[src/hw/tss_map.vh]
// Purpose: Constants for the trigger state sequencer
// Assumes: Included by tss_sequencer.v only
// Notes: Register offsets are word indices on the plain register port
`ifndef TSS_MAP_VH
`define TSS_MAP_VH
`define TSS_ADDR_W 4
`define TSS_OFF_STATE1 4'h0
`define TSS_OFF_STATE2 4'h1
`define TSS_OFF_STATE3 4'h2
`define TSS_OFF_CTRL 4'h3
`define TSS_OFF_STATUS 4'h4
`define TSS_SCR_RESET 4'h0
`define TSS_CTRL_RESET 8'h00
`define TSS_CTRL_ARM 0
`define TSS_CTRL_RANGE 1
`define TSS_CTRL_TAG0 2
`define TSS_CTRL_TAG1 3
`define TSS_CTRL_TAG2 4
`define TSS_NXT_STAY 2'h0
`define TSS_NXT_S1 2'h1
`define TSS_NXT_S2 2'h2
`define TSS_NXT_S3 2'h3
`endif

[src/hw/tss_sequencer.v]
// Purpose: Debug trigger state sequencer with three match channels and final state
// Assumes: Match and tag-hit inputs come from logic on clk_sys; register port on clk_sys
// Notes: Transition tables for the 4-bit state controls are given by functions below
`timescale 1ns/1ps
`include "tss_map.vh"

// Summary of operation
// - Three match inputs, three state control registers
// - Fourth control bit extends, low three unchanged except ch0 of code 1000 in State1 and State3
// - Range mode ignores channel one match
// - State1 code 0000 triggers on any match
// - State3 code 1000 returns to State2 on ch0, finals on ch2
// - Final-state transitions win simultaneous hits
// - Otherwise lowest matching channel wins
// - Extended State1 code 1000 goes to State3 on ch0
// - Range events arrive only on channel zero
// - Final state requests breakpoint, tagged at execution
// - Tag bit defers transition until opcode executes
module tss_sequencer (
	input wire clk_sys,
	input wire rst,
	input wire [2:0] match_ch,
	input wire [2:0] tag_hit,
	input wire [3:0] reg_addr,
	input wire [7:0] reg_wdata,
	input wire reg_wr,
	input wire reg_rd,
	output reg [7:0] reg_rdata,
	output reg breakpoint_req,
	output reg [3:0] seq_state
);
	localparam ST_S1 = 4'h1;
	localparam ST_S2 = 4'h2;
	localparam ST_S3 = 4'h4;
	localparam ST_FINAL = 4'h8;

	reg [3:0] state1_control;
	reg [3:0] state2_control;
	reg [3:0] state3_control;
	reg [7:0] ctrl;
	reg [3:0] state;
	reg [3:0] next_state;
	reg [2:0] event_vec;
	reg [1:0] d0;
	reg [1:0] d1;
	reg [1:0] d2;
	reg [3:0] code;
	reg [1:0] fin;
	// Per-channel targets from the current state's control code
	reg [2:0] t0;
	reg [2:0] t1;
	reg [2:0] t2;

	// Disarm then arm is how software restarts a finished sequence
	wire rearm;
	assign rearm = reg_wr && (reg_addr == `TSS_OFF_CTRL) && reg_wdata[`TSS_CTRL_ARM] && !ctrl[`TSS_CTRL_ARM];

	// Per-channel target: 0 stay, 1..3 go to state n, encoded here as 2 bits plus final flag
	// Returns {final, target[1:0]}
	function [2:0] tss_target;
		input [1:0] st;
		input [3:0] c;
		input [1:0] ch;
		begin
			tss_target = 3'h0;
			case (st)
			2'd1: begin
				case (c[2:0])
				3'h0: tss_target = (c[3] && ch == 2'd0) ? {1'b0, `TSS_NXT_S3} : {1'b1, 2'h0};
				3'h1: tss_target = (ch == 2'd0) ? {1'b0, `TSS_NXT_S2} : 3'h0;
				3'h2: tss_target = (ch == 2'd1) ? {1'b0, `TSS_NXT_S2} : 3'h0;
				3'h3: tss_target = (ch == 2'd2) ? {1'b0, `TSS_NXT_S2} : 3'h0;
				3'h4: tss_target = (ch == 2'd0) ? {1'b0, `TSS_NXT_S3} : 3'h0;
				3'h5: tss_target = (ch == 2'd1) ? {1'b0, `TSS_NXT_S3} : 3'h0;
				3'h6: tss_target = (ch == 2'd2) ? {1'b0, `TSS_NXT_S3} : 3'h0;
				default: tss_target = (ch == 2'd0) ? {1'b1, 2'h0} : 3'h0;
				endcase
				if (c[3] && c[2:0] != 3'h0 && ch != 2'd0 && tss_target == 3'h0)
					tss_target = {1'b1, 2'h0};
			end
			2'd2: begin
				case (c[2:0])
				3'h0: tss_target = (ch == 2'd0) ? {1'b0, `TSS_NXT_S1} : 3'h0;
				3'h1: tss_target = (ch == 2'd1) ? {1'b0, `TSS_NXT_S1} : 3'h0;
				3'h2: tss_target = (ch == 2'd2) ? {1'b0, `TSS_NXT_S1} : 3'h0;
				3'h3: tss_target = (ch == 2'd0) ? {1'b0, `TSS_NXT_S3} : 3'h0;
				3'h4: tss_target = (ch == 2'd1) ? {1'b0, `TSS_NXT_S3} : 3'h0;
				3'h5: tss_target = (ch == 2'd2) ? {1'b0, `TSS_NXT_S3} : 3'h0;
				3'h6: tss_target = (ch == 2'd0) ? {1'b1, 2'h0} : 3'h0;
				default: tss_target = (ch == 2'd1) ? {1'b1, 2'h0} : 3'h0;
				endcase
				if (c[3] && tss_target == 3'h0)
					tss_target = (ch == 2'd2) ? {1'b1, 2'h0} : {1'b0, `TSS_NXT_S1};
			end
			2'd3: begin
				case (c[2:0])
				3'h0: tss_target = (ch == 2'd0) ? {1'b1, 2'h0} : 3'h0;
				3'h1: tss_target = (ch == 2'd1) ? {1'b1, 2'h0} : 3'h0;
				3'h2: tss_target = (ch == 2'd2) ? {1'b1, 2'h0} : 3'h0;
				3'h3: tss_target = (ch == 2'd0) ? {1'b0, `TSS_NXT_S1} : 3'h0;
				3'h4: tss_target = (ch == 2'd1) ? {1'b0, `TSS_NXT_S1} : 3'h0;
				3'h5: tss_target = (ch == 2'd2) ? {1'b0, `TSS_NXT_S1} : 3'h0;
				3'h6: tss_target = (ch != 2'd0) ? {1'b1, 2'h0} : 3'h0;
				default: tss_target = (ch == 2'd1) ? {1'b0, `TSS_NXT_S1} : 3'h0;
				endcase
				if (c[3] && c[2:0] == 3'h0)
					tss_target = (ch == 2'd0) ? {1'b0, `TSS_NXT_S2} : ((ch == 2'd2) ? {1'b1, 2'h0} : 3'h0);
			end
			default: tss_target = 3'h0;
			endcase
		end
	endfunction

	// Unknown targets fall back to State1 rather than a code that is not one-hot
	function [3:0] tss_onehot;
		input [1:0] t;
		begin
			case (t)
			`TSS_NXT_S1: tss_onehot = ST_S1;
			`TSS_NXT_S2: tss_onehot = ST_S2;
			`TSS_NXT_S3: tss_onehot = ST_S3;
			default: tss_onehot = ST_S1;
			endcase
		end
	endfunction

	// Each channel's event is its deferred tag hit when its tag bit is set, else its immediate match; range mode forces channel one's event to zero
	always @* begin
		event_vec[0] = ctrl[`TSS_CTRL_TAG0] ? tag_hit[0] : match_ch[0];
		event_vec[1] = (ctrl[`TSS_CTRL_TAG1] ? tag_hit[1] : match_ch[1]) & ~ctrl[`TSS_CTRL_RANGE];
		event_vec[2] = ctrl[`TSS_CTRL_TAG2] ? tag_hit[2] : match_ch[2];
	end

	always @* begin
		next_state = state;
		code = `TSS_SCR_RESET;
		fin = 2'h0;
		case (state)
		ST_S1: begin
			code = state1_control;
			fin = 2'd1;
		end
		ST_S2: begin
			code = state2_control;
			fin = 2'd2;
		end
		ST_S3: begin
			code = state3_control;
			fin = 2'd3;
		end
		// Final ignores every event until a rearm or a reset
		ST_FINAL: fin = 2'd0;
		default: next_state = ST_S1;
		endcase
		// Each channel's target is worked out once and shared by the priority chain
		t0 = tss_target(fin, code, 2'd0);
		t1 = tss_target(fin, code, 2'd1);
		t2 = tss_target(fin, code, 2'd2);
		d0 = t0[1:0];
		d1 = t1[1:0];
		d2 = t2[1:0];
		if (ctrl[`TSS_CTRL_ARM] && fin != 2'd0) begin
			// Final-state targets first, then lowest channel
			if ((event_vec[0] && t0 == 3'h4) ||
				(event_vec[1] && t1 == 3'h4) ||
				(event_vec[2] && t2 == 3'h4)) begin
				next_state = ST_FINAL;
			end else if (event_vec[0] && t0 != 3'h0) begin
				next_state = tss_onehot(d0);
			end else if (event_vec[1] && t1 != 3'h0) begin
				next_state = tss_onehot(d1);
			end else if (event_vec[2] && t2 != 3'h0) begin
				next_state = tss_onehot(d2);
			end
		end
		// Rearm beats a same-cycle event, so state, seq_state and the request stay in step
		if (rearm)
			next_state = ST_S1;
	end

	// Outputs are flop copies of the state so the pins never glitch on decode
	always @(posedge clk_sys) begin
		if (rst) begin
			state <= ST_S1;
			state1_control <= `TSS_SCR_RESET;
			state2_control <= `TSS_SCR_RESET;
			state3_control <= `TSS_SCR_RESET;
			ctrl <= `TSS_CTRL_RESET;
			reg_rdata <= 8'h00;
			breakpoint_req <= 1'b0;
			seq_state <= ST_S1;
		end else begin
			// Rearm is already folded into next_state
			state <= next_state;
			seq_state <= next_state;
			// One-cycle request on entering the final state; tagged entry already waited for execution
			breakpoint_req <= (next_state == ST_FINAL) && (state != ST_FINAL);
			if (reg_wr) begin
				case (reg_addr)
				`TSS_OFF_STATE1: state1_control <= reg_wdata[3:0];
				`TSS_OFF_STATE2: state2_control <= reg_wdata[3:0];
				`TSS_OFF_STATE3: state3_control <= reg_wdata[3:0];
				`TSS_OFF_CTRL: ctrl <= {3'h0, reg_wdata[4:0]};
				default: ;
				endcase
			end
			// Reads return zero outside the cycle after a read strobe
			reg_rdata <= 8'h00;
			if (reg_rd) begin
				case (reg_addr)
				`TSS_OFF_STATE1: reg_rdata <= {4'h0, state1_control};
				`TSS_OFF_STATE2: reg_rdata <= {4'h0, state2_control};
				`TSS_OFF_STATE3: reg_rdata <= {4'h0, state3_control};
				`TSS_OFF_CTRL: reg_rdata <= ctrl;
				`TSS_OFF_STATUS: reg_rdata <= {4'h0, state};
				default: reg_rdata <= 8'h00;
				endcase
			end
		end
	end
endmodule // tss_sequencer

[config.mk]
export PLATFORM = sky130hd
export DESIGN_NAME = tss_sequencer
export DESIGN_NICKNAME = d
export VERILOG_FILES = /design/src/hw/tss_sequencer.v
export VERILOG_INCLUDE_DIRS = /design/src /design/src/hw
export SDC_FILE = /design/constraint.sdc
export NUM_CORES = 1
export LEC_CHECK = 0
export ABC_AREA = 0
export BUFFER_PORTS_ARGS = -buffer_cell sky130_fd_sc_hd__buf_4
export CAP_MARGIN = 20
export CORE_ASPECT_RATIO = 1.5
export CORE_MARGIN = 1
export CORE_UTILIZATION = 30
export CTS_CLUSTER_DIAMETER = 30
export DETAILED_ROUTE_END_ITERATION = 16
export SYNTH_ARGS = -nofsm -noshare
export SYNTH_HDL_FRONTEND = slang
export SYNTH_SLANG_ARGS = --single-unit
export TNS_END_PERCENT = 30
[constraint.sdc]
create_clock -name clk_sys -period 2.55 [get_ports clk_sys]
set_input_delay 0.255 -clock clk_sys [delete_from_list [all_inputs] [get_ports clk_sys]]
set_output_delay 0.255 -clock clk_sys [all_outputs]
set_load 0.01 [all_outputs]
==> results of run 1 <==
==> placed cells by master (no fill, tap or decap), types with 3 or more instances in the layout <==
| master | netlist | layout |
|---|---|---|
| o22ai_1 | 3 | 3 |
| nor2_1 | 38 | 37 |
| nor4b_2 | 3 | 3 |
| mux2_2 | 3 | 3 |
| mux2i_1 | 22 | 22 |
| nand3_1 | 5 | 5 |
| nand2_1 | 18 | 17 |
| and3b_1 | 6 | 6 |
| dfxtp_1 | 27 | 24 |
| dfxtp_2 | 0 | 3 |
| o21ai_0 | 13 | 11 |
| a211oi_2 | 1 | 5 |
| conb_1 | 1 | 3 |
| nor2b_1 | 3 | 3 |
| nor3b_1 | 5 | 5 |
| o21ai_1 | 6 | 6 |
| nand4_1 | 3 | 3 |
| buf_4 | 4 | 75 |
| a21oi_1 | 9 | 6 |
| and2_1 | 4 | 4 |
| a31oi_1 | 8 | 7 |
| clkbuf_8 | 0 | 3 |
| nor2_4 | 2 | 3 |
| inv_1 | 4 | 4 |
| nor3_1 | 4 | 4 |
| and3_1 | 3 | 3 |
| o211ai_1 | 3 | 3 |
| nand3b_1 | 6 | 6 |
| o22a_1 | 5 | 5 |
| a22oi_1 | 4 | 4 |
==> cells by family (layout without fill, tap and decap cells) <==
logic type                count (synthesis)  in the layout  synth area share
buffers and inverters                    25             86           0.05627
DFF                                      27             27            0.2431
other                                     1              3          0.001687
muxes                                    25             25            0.1142
and+or+nand+nor                         109            109            0.2769
AOI/OAI and AO/OA                        86             86            0.2999
xor gates and xnor gates                  2              2          0.007880
==> tightest hold or removal path: cells and delay by family <==
family	cells	cell delay, ns
buf+inv	1	0.08
mux	1	0.05
simple gates	1	0.07
==> how the worst max path moves through the flow <==
| stage | depth (start not counted) | startpoint | to |
|---|---|---|---|
| final | 9 | state[0] | state[1] |
| after detailed placement | 10 | state[0] | state[2] |
| after floorplan | 8 | state[0] | state[0] |
| after CTS | 11 | state[0] | state[2] |
| after global placement | 10 | state[0] | state[2] |
| after global routing | 11 | state[2] | state[1] |
==> per-stage QoR <==
| step | setup slack [ns] | cells |
|---|---|---|
| floorplan | 0.2473 | 277 |
| global placement | -0.06898 | 429 |
| detailed placement | -0.05993 | 429 |
| CTS | 0.004062 | 433 |
| global route | -0.07201 | 438 |
| finish | 0.01947 | 438 |
==> sequential cells by signal, summed over array words and instances, names as in the netlist <==
signal          flops
breakpoint_req      1
ctrl                5
reg_rdata           5
state               4
state1_control      4
state2_control      4
state3_control      4
==> layout make-up <==
cell class,count,area (sq um)
well taps,100,125.1
flip-flops and latches,27,544.3
repair buffers,78,599.3
fillers,730,4182
clock inverters,1,5.005
clock buffers,3,41.29
multi-input cells,225,1668
inverters,4,15.01
==> report_power, final <==
group          switching [mW]  internal (mW)  total [mW]
sequential            0.00494          0.425       0.430
combinational          0.0761         0.0629       0.139
clock                   0.142          0.110       0.251
==> repair_timing <==
action	in CTS	in global routing
hold buffers	0	0
buffers inserted	0	5
setup endpoints to repair	5	5
resized for setup	6	20
pin swaps	0	8
endpoints found under the hold margin	0	0
==> layer usage <==
metal,part of all wire,vias up
li1,-,1160
met1,0.39,1114
met2,0.52,91
met3,0.050,22
met4,0.043,0
met5,0,-
==> key figures, run 1 <==
Clocking
  • Clock Path Buffers: 2
  • Clock Latency Late Sink: 0.28 ns
  • H-tree level count: 1
  • Clock sink total: 27
  • Worst-path clk slew: 0.10 ns
  • Root Driver: clkbuf_8
  • CTS tree: done
  • Cts bufs inserted: 3

Worst hold path
  • Min-delay src: reg_wdata[4]
  • Worst min path class: input port to flip-flop
  • Hold Crit Endpoint: ctrl[4]
  • WHS Path Cells: 3

Global routing
  • Grt met3 use: 0.01592
  • Met2 GRT Util: 0.3511
  • Met1 Track Usage GR: 0.2081
  • First-pass GRT wire length: 11.34 mm
  • GRT overflow: 0
  • Gr busiest metal: met2
  • Largest net degree at the start of global routing: 23
  • Vias in the first global route: 2,263
  • Initial antenna violation count: 0
  • GRT Overall Usage: 0.1900

Floorplan
  • Area of the die: 0.007766 sq mm
  • Core Region: 0.007179 sq mm
  • Height of the die: 107.4 um
  • Starting Density: 0.3097
  • Std-Cell Rows: 38
  • Die W: 72.29 um
  • IO Count: 35

Route
  • Initial DRC Count: 147
  • Via density: 5.450
  • DRC violations left: 0
  • Post-route ant nets: 0
  • Vias post-DR: 2,387
  • Avg WL per Cell: 16.94 um
  • Drt pass-1 iters: 4
  • Total wire length: 7.420 mm

Timing
  • Fin Clk Skew: 0.008952 ns
  • Worst slew margin: 0.6324
  • Least-Margin Pin Slew: 0.5457 ns
  • Fin Setup TNS: 0 ns
  • Peak Freq: 0.3952 GHz
  • RSZ-0062 raised after global routing: true
  • Tmin final: 2.531 ns
  • Fin. Hold Viols: 0
  • Final Cycle Share: 0.9924
  • Setup Viol. Count Final: 0
  • Hold slack: 0.2162 ns
  • Max Slew Vio Count: 0

Power and ir drop
  • Leakage power: 1.297 nW
  • Power Total: 0.8206 mW
  • Pwr dens: 273.7 mW/mm^2
  • VDD IR-drop max: 168.6 uV

Yosys
  • Syn Inst Count: 275
  • Seq/Total Area, Yosys: 0.2431
  • Async SR Flop Fraction: 0
  • Yosys warning count: 0
  • Distinct cell type count after synthesis: 62
  • Synth top area share: 0.2431
  • Synth top area cells: dfxtp_1, mux2i_1, nor2_1
  • Post-synth top cells: nor2_1, dfxtp_1, mux2i_1
  • Mapped Area: 0.002223 sq mm
  • Yosys reg bits: 27
  • Syn avg cell area: 8.085 sq um
  • Number of enable flip-flop cells after synthesis: 0
  • Post-synth top flop: dfxtp_1
  • Top-count cell post-synth: nor2_1
  • Dominant cell type by area after synthesis: dfxtp_1

Setup path
  • CP Cell Sequence: buf_12, or4b_4, buf_4, nor3_1, a21oi_1, o211ai_1, a211oi_2, a311oi_2, o21ai_1
  • Startpoint types: flip-flop
  • Crit Path Class: flip-flop to flip-flop
  • CP peak stage delay: 0.56 ns
  • Worst r2r dst: state[1]
  • Worst EP required: 2.71 ns
  • Slowest library cell on the worst path: or4b_4
  • Buffers and inverters on the worst path: 2
  • R2R setup slack: 0.02 ns
  • Arr. time, crit path: 2.69 ns
  • Worst reg-to-reg path cell count: 9
  • Critical Path Fanout Max: 20
  • Delay-heaviest family, CP: compound AO/OA/AOI/OAI gates
  • CP Capture Type: flip-flop
  • RR Startpoint: state[0]

Finish
  • Net count, final: 361
  • Final instance area: 0.002998 sq mm
  • Fin util: 0.4176
  • P&R area growth vs syn: 34.83%
  • Layout cells sized above 1: 0.3580
  • ANT cells: 0

Flow run
  • Max Cap Violations: 0

Place
  • Placed wire-length estimate: 5.700 mm
  • Final GP Congestion: 0.9025
  • PortBufs: 28
  • Placed Area: 0.002806 sq mm

Run status
  • Status: completed
(Power assumes the default switching activity.)
==> inputs of run 2 (changes only) <==
PLACE_DENSITY = 0.57   (was not set)
==> run 2 against run 1 <==
Compared with the run above:
- global-route usage up 0.37 points
- setup slack better by 0.056 ns
- clock skew about the same
- power down 0.14%
- non-clock buffer count down 5
- fmax up 2.3%
- cell count down 1.1%
- via count down 2.5%
- combinational power about the same
- core utilization down 0.89 points
- register-to-register slack better by 0.06 ns
- largest power group unchanged
==> key figures, run 2 (synthesized netlist as in run 1, its figures left out) <==
Timing
  • Least-Margin Pin Slew: 0.5151 ns (-0.03057 ns)
  • Hold slack: 0.2016 ns (-0.01463 ns)
  • Max Slew Vio Count: 0 (unchanged)
  • Worst setup margin: 0.07520 ns (+0.05573 ns)
  • Fin. Hold Viols: 0 (unchanged)
  • Fin Setup TNS: 0 ns (unchanged)
  • Fin Clk Skew: 0.008734 ns (-0.0002187 ns)
  • Tmin final: 2.475 ns (-0.05573 ns)
  • RSZ-0062 raised after global routing: true
  • Final Cycle Share: 0.9705 (-0.02186)
  • Setup Viol. Count Final: 0 (unchanged)
  • Worst slew margin: 0.6530 (+0.02060)
  • Peak Freq: 0.4041 GHz (+2.3%)

Place
  • Placed wire-length estimate: 5.583 mm (-2.1%)
  • Final GP Congestion: 0.8949 (-0.84%)
  • Worst slack, placed: -0.03620 ns (+0.02372 ns)
  • DP Cell Count: 428 (-0.23%)
  • Placed Area: 0.002824 sq mm (+0.62%)
  • PortBufs: 28 (unchanged)

Clocking
  • Root Driver: clkbuf_8
  • Worst-path clk slew: 0.10 ns (about the same)
  • Clock Latency Late Sink: 0.28 ns (about the same)
  • Cts bufs inserted: 3 (unchanged)
  • Clock sink total: 27 (unchanged)
  • CTS tree: done
  • Clock Path Buffers: 2 (unchanged)
  • H-tree level count: 1 (unchanged)

Global routing
  • Initial antenna violation count: 0 (unchanged)
  • First-pass GRT wire length: 11.75 mm (+3.7%)
  • Largest net degree at the start of global routing: 23 (unchanged)
  • Vias in the first global route: 2,376 (+5.0%)
  • GRT overflow: 0 (unchanged)
  • GRT Overall Usage: 0.1937 (+0.003748)

Finish
  • Register Area: 541.8 sq um (-0.46%)
  • Layout cells sized above 1: 0.3213 (-0.03667)
  • Fillers: 757 (+3.7%)
  • Fin util: 0.4087 (-0.008888)
  • ANT cells: 0 (unchanged)
  • Most frequent cells in the layout: buf_4, nor2_1, dfxtp_1
  • Area of the multi-input gates: 0.001620 sq mm (-2.9%)
  • P&R area growth vs syn: 31.96%
  • Net count, final: 356 (-1.4%)
  • Top flop regs: ctrl x5, reg_rdata x5
  • Fin cells: 433 (-1.1%)
  • Final instance area: 0.002934 sq mm (-2.1%)
  • Most common cell after layout, fill and taps aside: buf_4

Floorplan
  • Die W: 72.29 um (unchanged)
  • IO Count: 35 (unchanged)
  • Height of the die: 107.4 um (unchanged)
  • Core Region: 0.007179 sq mm (unchanged)
  • Starting Density: 0.3097 (unchanged)
  • Std-Cell Rows: 38 (unchanged)
  • Area of the die: 0.007766 sq mm (unchanged)

Worst hold path
  • Worst min path class: input port to flip-flop
  • WHS Path Cells: 3 (unchanged)
  • Min-delay src: reg_rd
  • Hold Crit Endpoint: reg_rdata[4]

Power and ir drop
  • Power Total: 0.8194 mW (-0.14%)
  • VDD IR-drop max: 320.6 uV (+90%)
  • Leakage power: 1.270 nW (-2.1%)
  • Pwr dens: 279.3 mW/mm^2 (+2.0%)

Setup path
  • Worst reg-to-reg path cell count: 9 (unchanged)
  • CP Capture Type: flip-flop
  • R2R setup slack: 0.08 ns (+0.06 ns)
  • Critical Path Fanout Max: 22 (+10%)
  • Worst r2r dst: state[1]
  • Arr. time, crit path: 2.65 ns (-0.04 ns)
  • Startpoint types: flip-flop
  • Crit Path Class: flip-flop to flip-flop
  • Worst EP required: 2.72 ns (about the same)
  • RR Startpoint: state[0]

Route
  • Via density: 5.374 (-1.4%)
  • DRC violations left: 0 (unchanged)
  • Metal3 WL: 164 um (-56%)
  • WL met2: 3.896 mm (+1.9%)
  • Vias post-DR: 2,327 (-2.5%)
  • Avg WL per Cell: 16.21 um (-4.3%)
  • Metal-1 WL: 2.754 mm (-5.3%)
  • Post-route ant nets: 0 (unchanged)
  • Initial DRC Count: 128 (-13%)
  • Drt pass-1 iters: 4 (unchanged)
  • Highest Signal Layer: met4
  • Total wire length: 7.017 mm (-5.4%)

Flow run
  • Max Cap Violations: 0 (unchanged)

Run status
  • Status: completed
==> run 2: cell count changes in the layout (fill, tap and decap cells not counted), moves of 2 or more <==
| cell | delta |
|---|---|
| dfxtp_2 | -2 |
| o21ai_2 | -2 |
| a21oi_1 | +2 |
| a211oi_2 | -2 |
| buf_4 | -5 |
| buf_12 | +2 |
| a211oi_1 | +2 |
| dfxtp_1 | +2 |
==> run 2: where the power goes <==
| part | total (mW) | switching (mW) | internal [mW] |
|---|---|---|---|
| logic | 0.137 | 0.0747 | 0.0620 |
| registers | 0.429 | 0.00398 | 0.425 |
| clock network | 0.253 | 0.144 | 0.110 |
| total | 0.819 | 0.222 | 0.597 |
==> run 2: timing repair <==
| action | CTS | global route |
|---|---|---|
| setup endpoints to repair | 3 | 5 |
| pin swaps | 0 | 2 |
| hold buffers | 0 | 0 |
| resized for setup | 3 | 12 |
| buffers inserted | 0 | 1 |
==> run 2: area by class of cell <==
class / count / share of cell area
flip-flops and latches: 27 / 0.1846
multi-input cells: 225 / 0.5522
inverters: 4 / 0.005117
well taps: 100 / 0.04264
repair buffers: 73 / 0.1996
clock inverters: 1 / 0.001706
clock buffers: 3 / 0.01407
==> run 2: worst max-delay path by stage <==
stage / from / end / slack (ns) / cells after the start
finish: state[0] / state[1] / 0.08 / 9
floorplan: state[0] / state[0] / 0.25 / 8
detailed placement: state[3] / state[1] / -0.04 / 9
global route: state[1] / state[1] / -0.04 / 10
global placement: state[3] / state[1] / 0.006 / 9
CTS: state[0] / state[1] / 0.02 / 10
==> run 2: layer usage <==
layer	vias up	GRT usage
met2	51	0.3745
met5	-	0
met1	1117	0.2113
met4	0	0.07563
li1	1143	-
met3	16	0.01498
==> run 2: worst max-delay path, stage by stage, from the launching register on <==
cell and delay (ns):
dfxtp_1 0.34, buf_12 0.16, or4b_4 0.57, buf_4 0.19
nor3_1 0.14, a21oi_1 0.07, o211ai_1 0.33, a211oi_1 0.16
a311oi_1 0.30, o21ai_1 0.11
